[src/verilog/mbd_pkg.sv]
// Constants and types shared by the memory bus address decoder
`default_nettype none
package mbd_pkg;
    localparam int unsigned ADDR_W         = 17;
    localparam logic [16:0] SFR_END        = 17'h0_000F;
    localparam logic [16:0] P8_END         = 17'h0_00FF;
    localparam logic [16:0] P16_END        = 17'h0_01FF;
    localparam logic [16:0] RAM_START      = 17'h0_0200;
    localparam logic [16:0] NVM_END_SMALL  = 17'h0_FFFF;
    localparam logic [16:0] NVM_START_DEF  = 17'h0_C000;
    localparam logic [16:0] VEC_BASE       = 17'h0_FFE0;
    localparam logic [16:0] RESET_VEC_ADDR = 17'h0_FFFE;
    localparam logic [15:0] VEC_DISABLE    = 16'hFFFF;
    localparam logic [7:0]  IFG_ONE_OFS    = 8'h02;
    localparam int unsigned POR_FLAG_BIT   = 2;
    localparam int unsigned PIN_FLAG_BIT   = 3;
    localparam logic [7:0]  IFG_ONE_RESET  = 8'h04;
    localparam logic [7:0]  UNDEF_HI_BYTE  = 8'h00;
    localparam int unsigned SEL_SFR        = 0;
    localparam int unsigned SEL_P8         = 1;
    localparam int unsigned SEL_P16        = 2;
    localparam int unsigned SEL_RAM        = 3;
    localparam int unsigned SEL_NVM        = 4;
    localparam int unsigned N_TGT          = 5;
    typedef enum logic [2:0] {BOOT_REQ, BOOT_WAIT, BOOT_CAP, RUN, HALTED} mbd_boot_e;
endpackage
`default_nettype wire
[src/verilog/mbd_flag_if.sv]
// Carrier between decoder and the reset-cause flag register
`default_nettype none
interface mbd_flag_if;
    logic       wr;
    logic [7:0] wdata;
    logic [7:0] rdata;
    logic       pin_evt;
    modport dec (output wr, output wdata, output pin_evt, input rdata);
    modport flg (input wr, input wdata, input pin_evt, output rdata);
endinterface
`default_nettype wire

[src/verilog/mbd_decode.sv]
// Memory bus address decoder with byte/word steering and boot vector fetch
// Behaviour
// RL1: Decode one unified 128 KB space for code, data, special registers, peripherals.
// RL2: Fetches need even addresses; data accesses are byte or word.
// RL3: Nonvolatile region ends at 0FFFF; its start depends on fitted size.
// RL4: Vector table is top 16 words; 0FFFE highest priority, falling downward.
// RL5: RAM starts at 0200h, end depends on size, holds code or data.
// RL6: 0100-01FFh are 16-bit peripherals; bytes only even, upper byte zero.
// RL7: 010h-0FFh are 8-bit peripherals; word read upper byte undefined.
// RL8: Word write to 8-bit peripheral stores only the lower byte.
// RL9: Special registers in lowest 16 bytes, byte access only.
// RL10: Words at even addresses, low byte even, high byte next odd.
// RL11: A fetch from 0000-01FF triggers a device reset.
// RL12: First flag register holds power-on and pin reset cause flags.
// RL13: Fetch-caused reset is a power-up clear, not a power-on reset.
// RL14: After reset load PC from top vector; 0FFFFh disables device.
// RL15: Every access asserts exactly one target select from its address.
`default_nettype none
module mbd_decode
    import mbd_pkg::*;
#(
    parameter logic [16:0] NVM_START = NVM_START_DEF,
    parameter logic [16:0] NVM_END   = NVM_END_SMALL
) (
    input  wire logic              CLK_I,
    input  wire logic              RST_I,
    input  wire logic              PIN_RESET_I,
    input  wire logic              REQ_I,
    input  wire logic              WE_I,
    input  wire logic              BYTE_I,
    input  wire logic              FETCH_I,
    input  wire logic [ADDR_W-1:0] ADDR_I,
    input  wire logic [15:0]       WDATA_I,
    input  wire logic [7:0]        SFR_RDATA_I,
    input  wire logic [7:0]        P8_RDATA_I,
    input  wire logic [15:0]       P16_RDATA_I,
    input  wire logic [15:0]       RAM_RDATA_I,
    input  wire logic [15:0]       NVM_RDATA_I,
    output logic                   READY_O,
    output logic [N_TGT-1:0]       SEL_O,
    output logic [ADDR_W-1:0]      TGT_ADDR_O,
    output logic                   TGT_WE_O,
    output logic [1:0]             TGT_BE_O,
    output logic [15:0]            TGT_WDATA_O,
    output logic [15:0]            RDATA_O,
    output logic                   RVALID_O,
    output logic                   ACC_ERR_O,
    output logic                   PWR_CLR_O,
    output logic                   VEC_HIT_O,
    output logic [3:0]             VEC_PRIO_O,
    output logic                   PC_LOAD_O,
    output logic [15:0]            PC_VALUE_O,
    output logic                   DEV_OFF_O,
    output logic [7:0]             IFG_ONE_O
);
    mbd_flag_if fif ();

    mbd_flags u_flags (
        .CLK_I (CLK_I),
        .RST_I (RST_I),
        .fif   (fif)
    );

    function automatic logic [N_TGT-1:0] decode_sel(input logic [ADDR_W-1:0] a);
        logic [N_TGT-1:0] s;
        s = '0;
        if (a <= SFR_END) begin
            s[SEL_SFR] = 1'b1; // RL9
        end else if (a <= P8_END) begin
            s[SEL_P8] = 1'b1; // RL7
        end else if (a <= P16_END) begin
            s[SEL_P16] = 1'b1; // RL6
        end else if (a < NVM_START) begin
            s[SEL_RAM] = 1'b1; // RL5
        end else begin
            s[SEL_NVM] = 1'b1; // RL3
        end
        return s; // RL15
    endfunction

    // Pin reset synchroniser
    logic [1:0] pin_sync_q;
    logic [1:0] pin_sync_d;
    logic       pin_prev_q;
    logic       pin_prev_d;

    always_comb begin
        pin_sync_d = {pin_sync_q[0], PIN_RESET_I};
        pin_prev_d = pin_sync_q[1];
    end

    always_ff @(posedge CLK_I) begin
        if (RST_I) begin
            pin_sync_q <= 2'b00;
            pin_prev_q <= 1'b0;
        end else begin
            pin_sync_q <= pin_sync_d;
            pin_prev_q <= pin_prev_d;
        end
    end

    // Boot sequencer
    mbd_boot_e  st_q;
    mbd_boot_e  st_d;
    logic [15:0] pc_q;
    logic [15:0] pc_d;
    logic        pcl_q;
    logic        pcl_d;

    // Access decode
    logic [N_TGT-1:0] sel;
    logic [ADDR_W-1:0] addr;
    logic              act;
    logic              err;
    logic              wr;
    logic [1:0]        be;
    logic [15:0]       wdat;
    logic              is_byte;
    logic              ifg_hit;

    always_comb begin
        addr    = (st_q == BOOT_REQ) ? RESET_VEC_ADDR : ADDR_I;
        act     = (st_q == BOOT_REQ) || (REQ_I && st_q == RUN);
        is_byte = BYTE_I && st_q == RUN;
        sel     = act ? decode_sel(addr) : '0; // RL1
        err     = 1'b0;
        if (act && st_q == RUN) begin
            if (!BYTE_I && addr[0]) begin
                err = 1'b1; // RL10
            end
            if (FETCH_I && (addr[0] || WE_I)) begin
                err = 1'b1; // RL2
            end
            if (sel[SEL_SFR] && !BYTE_I) begin
                err = 1'b1; // RL9
            end
            if (sel[SEL_P16] && BYTE_I && addr[0]) begin
                err = 1'b1; // RL6
            end
            if (sel[SEL_NVM] && addr > NVM_END) begin
                err = 1'b1; // RL3
            end
        end
        wr = act && (st_q == RUN) && WE_I && !err;
        if (!wr) begin
            be = 2'b00;
        end else if (is_byte) begin
            be = addr[0] ? 2'b10 : 2'b01; // RL10
        end else if (sel[SEL_P8]) begin
            be = 2'b01; // RL8
        end else begin
            be = 2'b11;
        end
        // Byte data rides in the low lane from the core; copy to both lanes
        wdat    = is_byte ? {WDATA_I[7:0], WDATA_I[7:0]} : WDATA_I; // RL10
        ifg_hit = wr && sel[SEL_SFR] && addr[7:0] == IFG_ONE_OFS;
    end

    assign READY_O     = (st_q == RUN);
    assign SEL_O       = sel;
    assign TGT_ADDR_O  = {addr[ADDR_W-1:1], addr[0] & is_byte};
    assign TGT_WE_O    = wr;
    assign TGT_BE_O    = be;
    assign TGT_WDATA_O = wdat;
    assign VEC_HIT_O   = act && (addr >= VEC_BASE) && (addr <= NVM_END_SMALL); // RL4
    assign VEC_PRIO_O  = addr[4:1]; // RL4
    assign fif.wr      = ifg_hit; // RL12
    assign fif.wdata   = wdat[7:0];
    assign fif.pin_evt = pin_sync_q[1] && !pin_prev_q; // RL12

    // Read steering pipeline: targets answer one cycle after select
    logic [N_TGT-1:0] rsel_q;
    logic [N_TGT-1:0] rsel_d;
    logic             rbyte_q;
    logic             rbyte_d;
    logic             rodd_q;
    logic             rodd_d;
    logic             rifg_q;
    logic             rifg_d;
    logic             rrun_q;
    logic             rrun_d;
    logic [15:0]      rdat_q;
    logic [15:0]      rdat_d;
    logic             rval_q;
    logic             rval_d;
    logic             err_q;
    logic             err_d;
    logic             pwr_clr_q;
    logic             pwr_clr_d;
    logic [15:0]      raw;
    logic [7:0]       sfr_b;

    always_comb begin
        rsel_d  = (act && !WE_I) || st_q == BOOT_REQ ? sel : '0;
        rbyte_d = is_byte;
        rodd_d  = addr[0];
        rifg_d  = sel[SEL_SFR] && addr[7:0] == IFG_ONE_OFS;
        rrun_d  = (st_q == RUN);
        err_d   = err;
        pwr_clr_d = act && (st_q == RUN) && FETCH_I && (addr <= P16_END); // RL11 RL13
        sfr_b   = rifg_q ? fif.rdata : SFR_RDATA_I;
        raw     = 16'h0000;
        case (1'b1)
            rsel_q[SEL_SFR]: raw = {8'h00, sfr_b};
            rsel_q[SEL_P8]:  raw = {UNDEF_HI_BYTE, P8_RDATA_I}; // RL7
            rsel_q[SEL_P16]: raw = rbyte_q ? {8'h00, P16_RDATA_I[7:0]} : P16_RDATA_I; // RL6
            rsel_q[SEL_RAM]: raw = RAM_RDATA_I;
            rsel_q[SEL_NVM]: raw = NVM_RDATA_I;
            default:         raw = 16'h0000;
        endcase
        rdat_d = raw;
        if (rbyte_q && !rsel_q[SEL_SFR] && !rsel_q[SEL_P8] && !rsel_q[SEL_P16]) begin
            rdat_d = {8'h00, rodd_q ? raw[15:8] : raw[7:0]}; // RL10
        end
        rval_d = (|rsel_q) && rrun_q;
        pcl_d  = 1'b0;
        pc_d   = pc_q;
        st_d   = st_q;
        case (st_q)
            BOOT_REQ:  st_d = BOOT_WAIT;
            BOOT_WAIT: st_d = BOOT_CAP;
            BOOT_CAP: begin
                pc_d = NVM_RDATA_I; // RL14
                // All-ones vector means erased part; park for minimum power
                if (NVM_RDATA_I == VEC_DISABLE) begin
                    st_d = HALTED; // RL14
                end else begin
                    st_d  = RUN;
                    pcl_d = 1'b1; // RL14
                end
            end
            RUN:     st_d = RUN;
            HALTED:  st_d = HALTED;
            default: st_d = BOOT_REQ;
        endcase
        // Power-up clear reloads the vector but keeps the cause flags
        if (pwr_clr_q) begin
            st_d = BOOT_REQ; // RL13
        end
    end

    always_ff @(posedge CLK_I) begin
        if (RST_I) begin
            st_q    <= BOOT_REQ;
            pc_q    <= 16'h0000;
            pcl_q   <= 1'b0;
            rsel_q  <= '0;
            rbyte_q <= 1'b0;
            rodd_q  <= 1'b0;
            rifg_q  <= 1'b0;
            rrun_q  <= 1'b0;
            rdat_q  <= 16'h0000;
            rval_q  <= 1'b0;
            err_q   <= 1'b0;
            pwr_clr_q <= 1'b0;
        end else begin
            st_q    <= st_d;
            pc_q    <= pc_d;
            pcl_q   <= pcl_d;
            rsel_q  <= rsel_d;
            rbyte_q <= rbyte_d;
            rodd_q  <= rodd_d;
            rifg_q  <= rifg_d;
            rrun_q  <= rrun_d;
            rdat_q  <= rdat_d;
            rval_q  <= rval_d;
            err_q   <= err_d;
            pwr_clr_q <= pwr_clr_d;
        end
    end

    assign RDATA_O    = rdat_q;
    assign RVALID_O   = rval_q;
    assign ACC_ERR_O  = err_q;
    assign PWR_CLR_O  = pwr_clr_q;
    assign PC_LOAD_O  = pcl_q;
    assign PC_VALUE_O = pc_q;
    assign DEV_OFF_O  = (st_q == HALTED);
    assign IFG_ONE_O  = fif.rdata;
endmodule
`default_nettype wire

[src/verilog/mbd_flags.sv]
// First interrupt flag register holding the reset-cause flags
`default_nettype none
module mbd_flags
    import mbd_pkg::*;
(
    input  wire logic CLK_I,
    input  wire logic RST_I,
    mbd_flag_if.flg   fif
);
    logic [7:0] ifg_q;
    logic [7:0] ifg_d;

    always_comb begin
        ifg_d = ifg_q;
        if (fif.wr) begin
            ifg_d = fif.wdata;
        end
        // Hardware set wins over a software clear in the same cycle
        if (fif.pin_evt) begin
            ifg_d[PIN_FLAG_BIT] = 1'b1; // RL12
        end
    end

    always_ff @(posedge CLK_I) begin
        if (RST_I) begin
            ifg_q <= IFG_ONE_RESET; // RL12
        end else begin
            ifg_q <= ifg_d;
        end
    end

    assign fif.rdata = ifg_q;
endmodule
`default_nettype wire

[config.mk]
export PLATFORM = sky130hd
export DESIGN_NAME = mbd_decode
export DESIGN_NICKNAME = d
export VERILOG_FILES = /design/src/verilog/mbd_pkg.sv /design/src/verilog/mbd_flag_if.sv /design/src/verilog/mbd_decode.sv /design/src/verilog/mbd_flags.sv
export SDC_FILE = /design/constraint.sdc
export NUM_CORES = 1
export LEC_CHECK = 0
export ABC_AREA = 1
export BUFFER_PORTS_ARGS = -buffer_cell sky130_fd_sc_hd__buf_4
export CELL_PAD_IN_SITES_DETAIL_PLACEMENT = 1
export CELL_PAD_IN_SITES_GLOBAL_PLACEMENT = 1
export CORE_UTILIZATION = 26
export CTS_CLUSTER_DIAMETER = 60
export DETAILED_ROUTE_END_ITERATION = 12
export PLACE_DENSITY = 0.75
export SLEW_MARGIN = 20
export SYNTH_ARGS = -nofsm -noshare
export SYNTH_HDL_FRONTEND = slang
export SYNTH_SLANG_ARGS = --single-unit
[constraint.sdc]
create_clock -name CLK_I -period 1.7 [get_ports CLK_I]
set_clock_uncertainty 0.15 [all_clocks]
set_input_delay 0.34 -clock CLK_I [delete_from_list [all_inputs] [get_ports CLK_I]]
set_output_delay 0.34 -clock CLK_I [all_outputs]
set_load 0.02 [all_outputs]
Word-level counts from Yosys, hierarchy flattened
Index checks and enable logic that the tools add are counted.
{"block": "classes", "order_cmp": 7, "eq_ne": 6, "n_mux": 35, "bitwise": 3, "n_reduce_logical": 41}
{"cell": "16-bit 2-to-1 mux", "count": 7}
{"cell": "1-bit logical AND", "count": 24}
{"cell": "8-bit 2-to-1 mux", "count": 3}
{"cell": "17-bit by 16-bit >= comparator with 1-bit output (second input constant)", "count": 1}
{"cell": "17-bit by 16-bit greater-than comparator with 1-bit output (second input constant)", "count": 1}
{"cell": "17-bit by 16-bit less-or-equal comparator with 1-bit output (second input constant)", "count": 1}
{"cell": "17-bit by 4-bit less-or-equal comparator with 1-bit output (second input constant)", "count": 1}
{"cell": "17-bit by 8-bit less-or-equal comparator with 1-bit output (second input constant)", "count": 1}
{"cell": "17-bit by 9-bit less-or-equal comparator with 1-bit output (second input constant)", "count": 1}
{"cell": "17-bit by 16-bit < comparator with 1-bit output (second input constant)", "count": 1}
{"cell": "17-bit 2-to-1 mux", "count": 1}
{"cell": "16-bit equality test (second input constant)", "count": 1}
{"cell": "3-bit case mux with 5 select lines", "count": 1}
{"cell": "1-bit 2-to-1 mux", "count": 13}
{"cell": "2-bit 2-to-1 mux", "count": 5}
{"cell": "8-bit by 2-bit equality test with 1-bit output (second input constant)", "count": 1}
{"cell": "4-bit 2-to-1 mux", "count": 2}
{"cell": "2-bit OR reduction", "count": 4}
{"cell": "1-bit zero test", "count": 7}
{"cell": "3-bit by 2-bit equality test with 1-bit output (second input constant)", "count": 2}
{"cell": "3-bit 2-to-1 mux", "count": 2}
{"cell": "5-bit 2-to-1 mux", "count": 1}
{"cell": "5-bit OR reduction", "count": 1}
{"cell": "3-bit by 1-bit equality test with 1-bit output (second input constant)", "count": 1}
{"cell": "6 further kinds", "count": 9}
{"block": "totals", "regBits": 59, "inputBits": 104, "out_inout_bits": 92}

Longest topological paths before layout
Gate-level depths: netlist (run 1).
{"block": "logic_depth", "ltp_word": 19, "ltp_mapped": 14}

Cells and area by module
A second synthesis (run 1) with hierarchy kept.
{"block": "unflattened", "hier_cells": 501, "area_unflattened_um2": 3378.2}
{"mod": "mbd_decode", "n_inst": 1, "cells_per_inst": 462, "area_each_um2": 3085.5, "seq_area_each_um2": 1021.0}
{"mod": "mbd_flags", "n_inst": 1, "cells_per_inst": 39, "area_each_um2": 292.8, "seq_area_each_um2": 160.2}

Least setup slack after synthesis (run 1)
Ideal clock, no wire load.
{"block": "synth_timing", "path_type": "register to output", "from": "register st_q[0]", "to": "output port VEC_HIT_O", "arrival_ps": 1916, "required_ps": 1210, "path_slack_ps": -706, "path_stages_with_launch": 7, "n_path_buf": 0, "cell_sequence": "dfxtp_1 > inv_1 > nor3_2 > nand2_2 > nand2_4 > inv_1 > nor4_1"}
{"block": "synth_between", "elab_chain_cells": 5}
{"item": "from (decl)", "line_no": "mbd_decode.sv:103", "rtl": "mbd_boot_e st_q;"}
{"item": "from (signal assigned)", "line_no": "mbd_decode.sv:257", "rtl": "st_q <= st_d;"}
{"item": "3-bit by 2-bit equality test with 1-bit output"}
{"item": "net READY_O", "line_no": "mbd_decode.sv:39", "rtl": "output logic READY_O,"}
{"item": "1-bit logical AND", "line_no": "mbd_decode.sv:123", "rtl": "act = (st_q == BOOT_REQ) || (REQ_I && st_q == RUN);"}
{"item": "1-bit logical OR", "line_no": "mbd_decode.sv:123"}
{"item": "1-bit logical AND (2 in series)", "line_no": "mbd_decode.sv:165", "rtl": "assign VEC_HIT_O = act && (addr >= VEC_BASE) && (addr <= NVM_END_SMALL);"}
{"item": "to (decl)", "line_no": "mbd_decode.sv:49", "rtl": "output logic VEC_HIT_O,"}
The timed path passes the listed nets, and every way through them passes these cells.

Worst setup path after layout (run 1)
{"block": "layout_timing", "from": "register st_q[0]", "to": "output port TGT_BE_O[1]"}
{"block": "layout_between", "elab_chain_cells": 15}
{"item": "3-bit zero test", "line_no": "mbd_decode.sv:122, mbd_decode.sv:123"}
{"item": "17-bit 2-to-1 mux", "line_no": "mbd_decode.sv:122", "rtl": "addr = (st_q == BOOT_REQ) ? RESET_VEC_ADDR : ADDR_I;"}
{"item": "17-bit by 9-bit less-or-equal comparator with 1-bit output", "line_no": "mbd_decode.sv:71", "rtl": "end else if (a <= P16_END) begin"}
{"item": "1-bit 2-to-1 mux", "line_no": "mbd_decode.sv:71"}
{"item": "3-bit 2-to-1 mux", "line_no": "mbd_decode.sv:69", "rtl": "end else if (a <= P8_END) begin"}
{"item": "4-bit 2-to-1 mux", "line_no": "mbd_decode.sv:67", "rtl": "if (a <= SFR_END) begin"}
{"item": "5-bit 2-to-1 mux", "line_no": "mbd_decode.sv:125", "rtl": "sel = act ? decode_sel(addr) : '0;"}
{"item": "1-bit logical AND (2 in series)", "line_no": "mbd_decode.sv:137", "rtl": "if (sel[SEL_P16] && BYTE_I && addr[0]) begin"}
{"item": "1-bit 2-to-1 mux", "line_no": "mbd_decode.sv:137"}
{"item": "1-bit 2-to-1 mux", "line_no": "mbd_decode.sv:140", "rtl": "if (sel[SEL_NVM] && addr > NVM_END) begin"}
{"item": "1-bit 2-to-1 mux", "line_no": "mbd_decode.sv:127", "rtl": "if (act && st_q == RUN) begin"}
{"item": "1-bit zero test", "line_no": "mbd_decode.sv:144", "rtl": "wr = act && (st_q == RUN) && WE_I && !err;"}
{"item": "1-bit logical AND", "line_no": "mbd_decode.sv:144"}
{"item": "2-bit 2-to-1 mux (*)", "line_no": "mbd_decode.sv:145", "rtl": "if (!wr) begin"}
{"item": "to (decl)", "line_no": "mbd_decode.sv:43", "rtl": "output logic [1:0] TGT_BE_O,"}
Every way passes the cells marked *; elsewhere a longest branch is shown, timed or not.

==> results of run 1 <==
==> worst max-delay path by stage <==
stage                           from           to
final                        st_q[0]  TGT_BE_O[1]
after global routing         st_q[0]  TGT_BE_O[1]
after CTS                    st_q[2]    VEC_HIT_O
after detailed placement  ADDR_I[14]  TGT_BE_O[1]
after global placement    ADDR_I[15]  TGT_BE_O[1]
after floorplan              st_q[1]  TGT_BE_O[0]
==> registers in the layout, indices dropped and copies added (netlist names), 2 cells and up <==
signal and flops:
PC_VALUE_O 16, RDATA_O 16, pin_sync_q 2, rsel_q 5
st_q 3, u_flags.fif.rdata 8
==> report_power, final <==
group	internal (mW)	switching (mW)	leakage [nW]	total, mW
clock	1.29	0.610	0.155	1.90
combinational	0.792	0.936	2.29	1.73
sequential	1.48	0.0543	0.482	1.53
total	3.56	1.60	2.93	5.16
==> repair_timing <==
action / 4_1_cts / 5_1_grt
setup endpoints to repair: 52 / 61
gates resized for setup: 50 / 22
pin swaps: 20 / 11
cloned: 2 / 1
buffers inserted: 11 / 6
==> routing by layer <==
| layer | routed length (µm) | up-vias |
|---|---|---|
| met5 | 0 | - |
| met4 | 331 | 0 |
| met3 | 1100 | 24 |
| met2 | 7750 | 171 |
| met1 | 5850 | 1924 |
| li1 | - | 2025 |
==> cell usage in the layout, fill, tap and decap left out, drive strengths merged, types with 2 or more instances in the layout <==
master	count
a221oi	6
dfxtp	59
nor3	12
or2	3
a31oi	9
nor4	7
nand4	6
nand2	55
o21ai	43
o211a	3
clkinv	2
a21oi	30
a211oi	7
buf	271
nor2	92
nand3	27
mux2	7
clkbuf	14
clkinvlp	3
inv	62
==> cell families (layout without fill, tap and decap cells) <==
logic type	count (synthesis)	count (layout)	share of synthesized area, %
compound gates	99	99	17.1
buf+inv	113	353	16.0
flops	59	59	35.5
mux	7	7	2.37
simple gates	200	202	29.0
==> critical path, delay by kind of cell, from the launching register on <==
kind	cells	cell delay [ps]
simple gates	6	780
flops	1	340
buf+inv	3	320
compound gates	1	150
==> final cells by class <==
cell class / count / area, µm²
sequential: 59 / 1190
fill: 1508 / 6220
timing repair buffer: 271 / 2150
timing repair inverter: 1 / 7.51
tap: 168 / 210
clock inverter: 1 / 30.0
clock buffer: 14 / 284
inverter: 66 / 265
multi-input combinational: 308 / 1900
==> through the flow <==
step,setup TNS [ps],hold WS [ps],cells
after floorplan,-2870,238,478
after global placement,-5930,242,854
after detailed placement,-7710,246,854
after CTS,-18140,56.6,881
after global routing,-22760,100,888
final,-18780,62.4,888
==> results.py, run 1 <==
metrics = {
    "critical_path": {
        "max_stage_delay_ps": 340,
        "rr_startpoint": "st_q[0]",
        "cp_slowest_cell": "dfxtp_2",
        "r2r_slack_ps": -460,
        "r2r-end": "u_flags.fif.rdata[4]",
        "end_kind": "output port",
        "r2r_cells": 13,
        "cp_common_cell": "nor2_4",
        "cp.required_ps": 1210,
        "critPathArrivalTime_ps": 1910,
        "worstSetupStartpointType": "flip-flop",
        "crit_chain": "nor2_4 -> nand2_4 -> inv_4 -> nor2_4 -> o21ai_2 -> nand2_1 -> inv_2 -> nand4_4 -> nor2_4 -> buf_6",
        "critical_path_class": "reg -> out",
        "crit_fanout": 6,
    },
    "synth": {
        "synth.top_cell.area_share_pct": 35.5,
        "synthTopCellsByArea": "dfxtp_1, nor2_1, inv_1",
        "ys_async_sr_fraction_pct": 0,
        "synthDistinctLibCells": 34,
        "yosysMostFrequentCell": "nor2_1",
        "syn_area_um2": 3330,
        "ys.flop_type": "dfxtp_1",
        "synth_edf_count": 0,
        "synthTopCellsByCount": "nor2_1, inv_1, dfxtp_1",
        "syn_inst": 478,
        "yosys.area.top_type": "dfxtp_1",
        "avgSynthCellArea_um2": 6.97,
        "synth.yosys.warnings": 0,
        "synth_fp_nets": 582,
        "synth-seq-area-share_pct": 35.5,
        "synth_seq_cells": 59,
    },
    "sta": {
        "worst_pin_slew_ps": 412,
        "min_period_over_period_pct": 141,
        "max_freq_mhz": 416,
        "fin_crit_ps": 2400,
        "fin_ws_ps": -701,
        "finalHoldViolCount": 0,
        "slew_headroom_pct": 72.5,
        "rsz0062_at_grt": "true",
        "drv_slew": 0,
        "setup_viol": 53,
    },
    "drt": {
        "first_iter_violations": 312,
        "firstDrtPassIters": 6,
        "wirelength_um": 15000,
        "antenna_left": 0,
        "drc_errors": 0,
        "wl_per_cell_um": 16.9,
        "viasPerCell": 4.67,
        "vias": 4144,
    },
    "global_route": {
        "antenna_found_initial": 0,
        "grt_pass1_vias": 4368,
        "grt.met3_usage_pct": 5.11,
        "top_usage_layer": "met2",
        "grtUsageTotal_pct": 22.0,
        "grt_max_degree": 31,
        "grt_pass1_wl_um": 21900,
        "use_met1_pct": 23.2,
        "grt_use_met2_pct": 41.4,
        "grt_overflow": 0,
    },
    "finish": {
        "final_layout_size_suffix_gt1_share_pct": 50.8,
        "fin_nets": 820,
        "stdcell_area_um2": 6040,
        "fin_util_pct": 49.3,
        "n_antenna_cell": 0,
        "syn_to_final_growth_pct": 81.4,
    },
    "clock_network": {
        "cts_hold_buf": 0,
        "cts_tree": "done",
        "cts_buffers": 9,
        "htree_levels": 3,
        "cts.sinks": 59,
        "clock_latency_ps": 320,
        "cts.reportedPaths.clkPinSlew_ps": 50,
        "root_buffer": "clkbuf_16",
        "cts_buffer_depth": 2,
    },
    "floorplanning": {
        "die_y_um": 115,
        "start_util_pct": 27.2,
        "design.die.area_um2": 13300,
        "io_pins": 196,
        "fp.dieW_um": 115,
        "rows": 40,
        "core_area_um2": 12300,
    },
    "power_and_ir_drop": {
        "p_total_mw": 5.16,
        "p_leak_nw": 2.93,
        "power_density_nw_per_um2": 854,
        "max-vdd-ir-drop_v": 0.000401,
    },
    "worst_hold_path": {
        "min_to": "pin_sync_q[0]",
        "worstHoldStart": "PIN_RESET_I",
        "min_path_type": "in -> reg",
        "hold_depth": 3,
    },
    "place": {
        "dp_slack_ps": -388,
        "port-buffer-count": 195,
        "gp_congestion": 0.834,
        "dp_hpwl_um": 11500,
        "dpl_cell_area_um2": 5300,
    },
    "run": {
        "max_cap_violations": 0,
    },
    "status": {
        "status": "finished, violations left",
        "violations": "negative setup slack",
    },
}
Note: power is estimated with default switching activity, not from simulation.
==> run 2, diff against run 1 <==
REMOVE_ABC_BUFFERS = 1   (was default)
==> run 2 against run 1 <==
  * The run still ends with negative setup slack left
  * Count of clock-buffer cells in the layout decreased by 1
  * Worst setup slack got worse by 42 ps
  * Sequential cell count is the same
==> results.py, run 2 (synthesized netlist as in run 1, its figures left out) <==
metrics = {
    "power_and_ir_drop": {
        "max-vdd-ir-drop_v": 0.000448,
        "p_leak_nw": 3.17,
        "power_density_nw_per_um2": 835,
    },
    "drt": {
        "vias": 4312,
        "viasPerCell": 4.78,
        "firstDrtPassIters": 4,
        "drc_errors": 0,
        "first_iter_violations": 197,
        "wl_per_cell_um": 18.6,
        "antenna_left": 0,
        "wirelength_um": 16800,
    },
    "floorplanning": {
        "fp.dieW_um": 115,
        "start_util_pct": 27.2,
        "die_y_um": 115,
        "io_pins": 196,
        "design.die.area_um2": 13300,
        "rows": 40,
        "core_area_um2": 12300,
    },
    "finish": {
        "syn_to_final_growth_pct": 96.1,
        "fin_nets": 835,
        "instances_no_fill": 903,
        "final_common_cell": "buf_4",
        "final_cell_mix": "buf_4, buf_6, nor2_1",
        "nFillCells": 1460,
        "final_layout_size_suffix_gt1_share_pct": 55.4,
        "n_antenna_cell": 0,
    },
    "sta": {
        "worst_pin_slew_ps": 595,
        "fin_ws_ps": -743,
        "slew_headroom_pct": 60.3,
        "finalHoldViolCount": 0,
        "min_period_over_period_pct": 144,
        "tns_ps": -22710,
        "fin_crit_ps": 2440,
        "drv_slew": 0,
        "rsz0062_at_grt": "true",
        "max_freq_mhz": 409,
        "setup_viol": 52,
    },
    "status": {
        "status": "finished, violations left",
        "violations": "negative setup slack",
    },
    "run": {
        "max_cap_violations": 0,
    },
    "critical_path": {
        "end_kind": "output port",
        "cp.required_ps": 1210,
        "worstSetupStartpointType": "flip-flop",
        "critPathArrivalTime_ps": 1950,
        "crit_path_start": "st_q[2]",
        "crit_fanout": 5,
        "critical_path_class": "reg -> out",
        "rr_startpoint": "st_q[2]",
    },
    "clock_network": {
        "cts_tree": "done",
        "clock_latency_ps": 330,
        "root_buffer": "clkbuf_16",
        "cts_buffer_depth": 2,
        "cts.reportedPaths.clkPinSlew_ps": 50,
        "htree_levels": 3,
        "cts_buffers": 9,
        "cts.sinks": 59,
    },
    "global_route": {
        "grtUsageTotal_pct": 23.5,
        "antenna_found_initial": 0,
        "grt_overflow": 0,
        "grt_pass1_vias": 4565,
        "grt_max_degree": 31,
        "grt_pass1_wl_um": 23500,
    },
    "place": {
        "dp_hpwl_um": 11200,
        "gp_congestion": 0.844,
        "post-place-cells": 855,
        "port-buffer-count": 195,
    },
    "worst_hold_path": {
        "worstHoldStart": "RST_I",
        "min_path_type": "in -> reg",
    },
}
[run 2: report_power, final]
group | internal, mW | switching, mW
Combinational | 1.01 | 1.10
Sequential | 1.48 | 0.0571
Clock | 1.20 | 0.595
Total | 3.70 | 1.76
[run 2: through the flow]
step | utilization [%] | hold WS (ps) | worst slack [ps] | power (mW) | cell area [µm²]
global placement | 42.5 | 245 | -305 | 3.04 | 5210
finish | 53.2 | 108 | -743 | 5.45 | 6530
detailed placement | 42.5 | 253 | -384 | 3.07 | 5210
CTS | 49.8 | 66.8 | -618 | 5.21 | 6100
global route | 53.2 | 114 | -813 | 5.68 | 6530
floorplan | - | 238 | -799 | 2.19 | 3040
[run 2: final cells by class]
cell class,instances,area (µm²),area share (%)
Timing Repair Buffer,287,2530,38.7
Multi-Input combinational cell,307,2010,30.7
Sequential cell,59,1190,18.3
Inverter,66,292,4.47
Clock buffer,13,260,3.99
Tap cell,168,210,3.22
Clock inverter,2,35.0,0.537
Timing Repair inverter,1,5.00,0.0767
[run 2: worst max-delay path, cell delays in order, from the launching register on]
cell     delay, ps
dfxtp_4        360
nor2_4         200
nand2_4        140
inv_4          110
nor2_2          70
o21ai_2        150
nand2_2        100
inv_2           90
nand4_4        150
nor2_2         140
buf_6          130
[run 2: final timing paths]
kind                          endpoint  slack, ps  cells past startpoint
setup / recovery           TGT_BE_O[1]       -740                     10
hold / removal                 rbyte_q        110                      2
setup reg to reg  u_flags.fif.rdata[0]       -680                     14
hold reg to reg          pin_sync_q[1]        260                      2
[run 2: repair_timing]
item	in CTS	in global routing
pin swaps	25	25
gates cloned	1	3
hold buffers	0	0
buffers inserted	24	23
endpoints found under the setup margin	52	64
gates resized for setup	131	89
hold endpoints to repair	0	0
[run 2: layer usage]
metal  global-route usage (%)  part of all wire (%)  wire, µm
met3                     4.48                   5.4       899
met2                     44.7                    54      8980
met4                     13.0                   3.6       599
met5                        0                     0         0
met1                     24.0                    37      6280
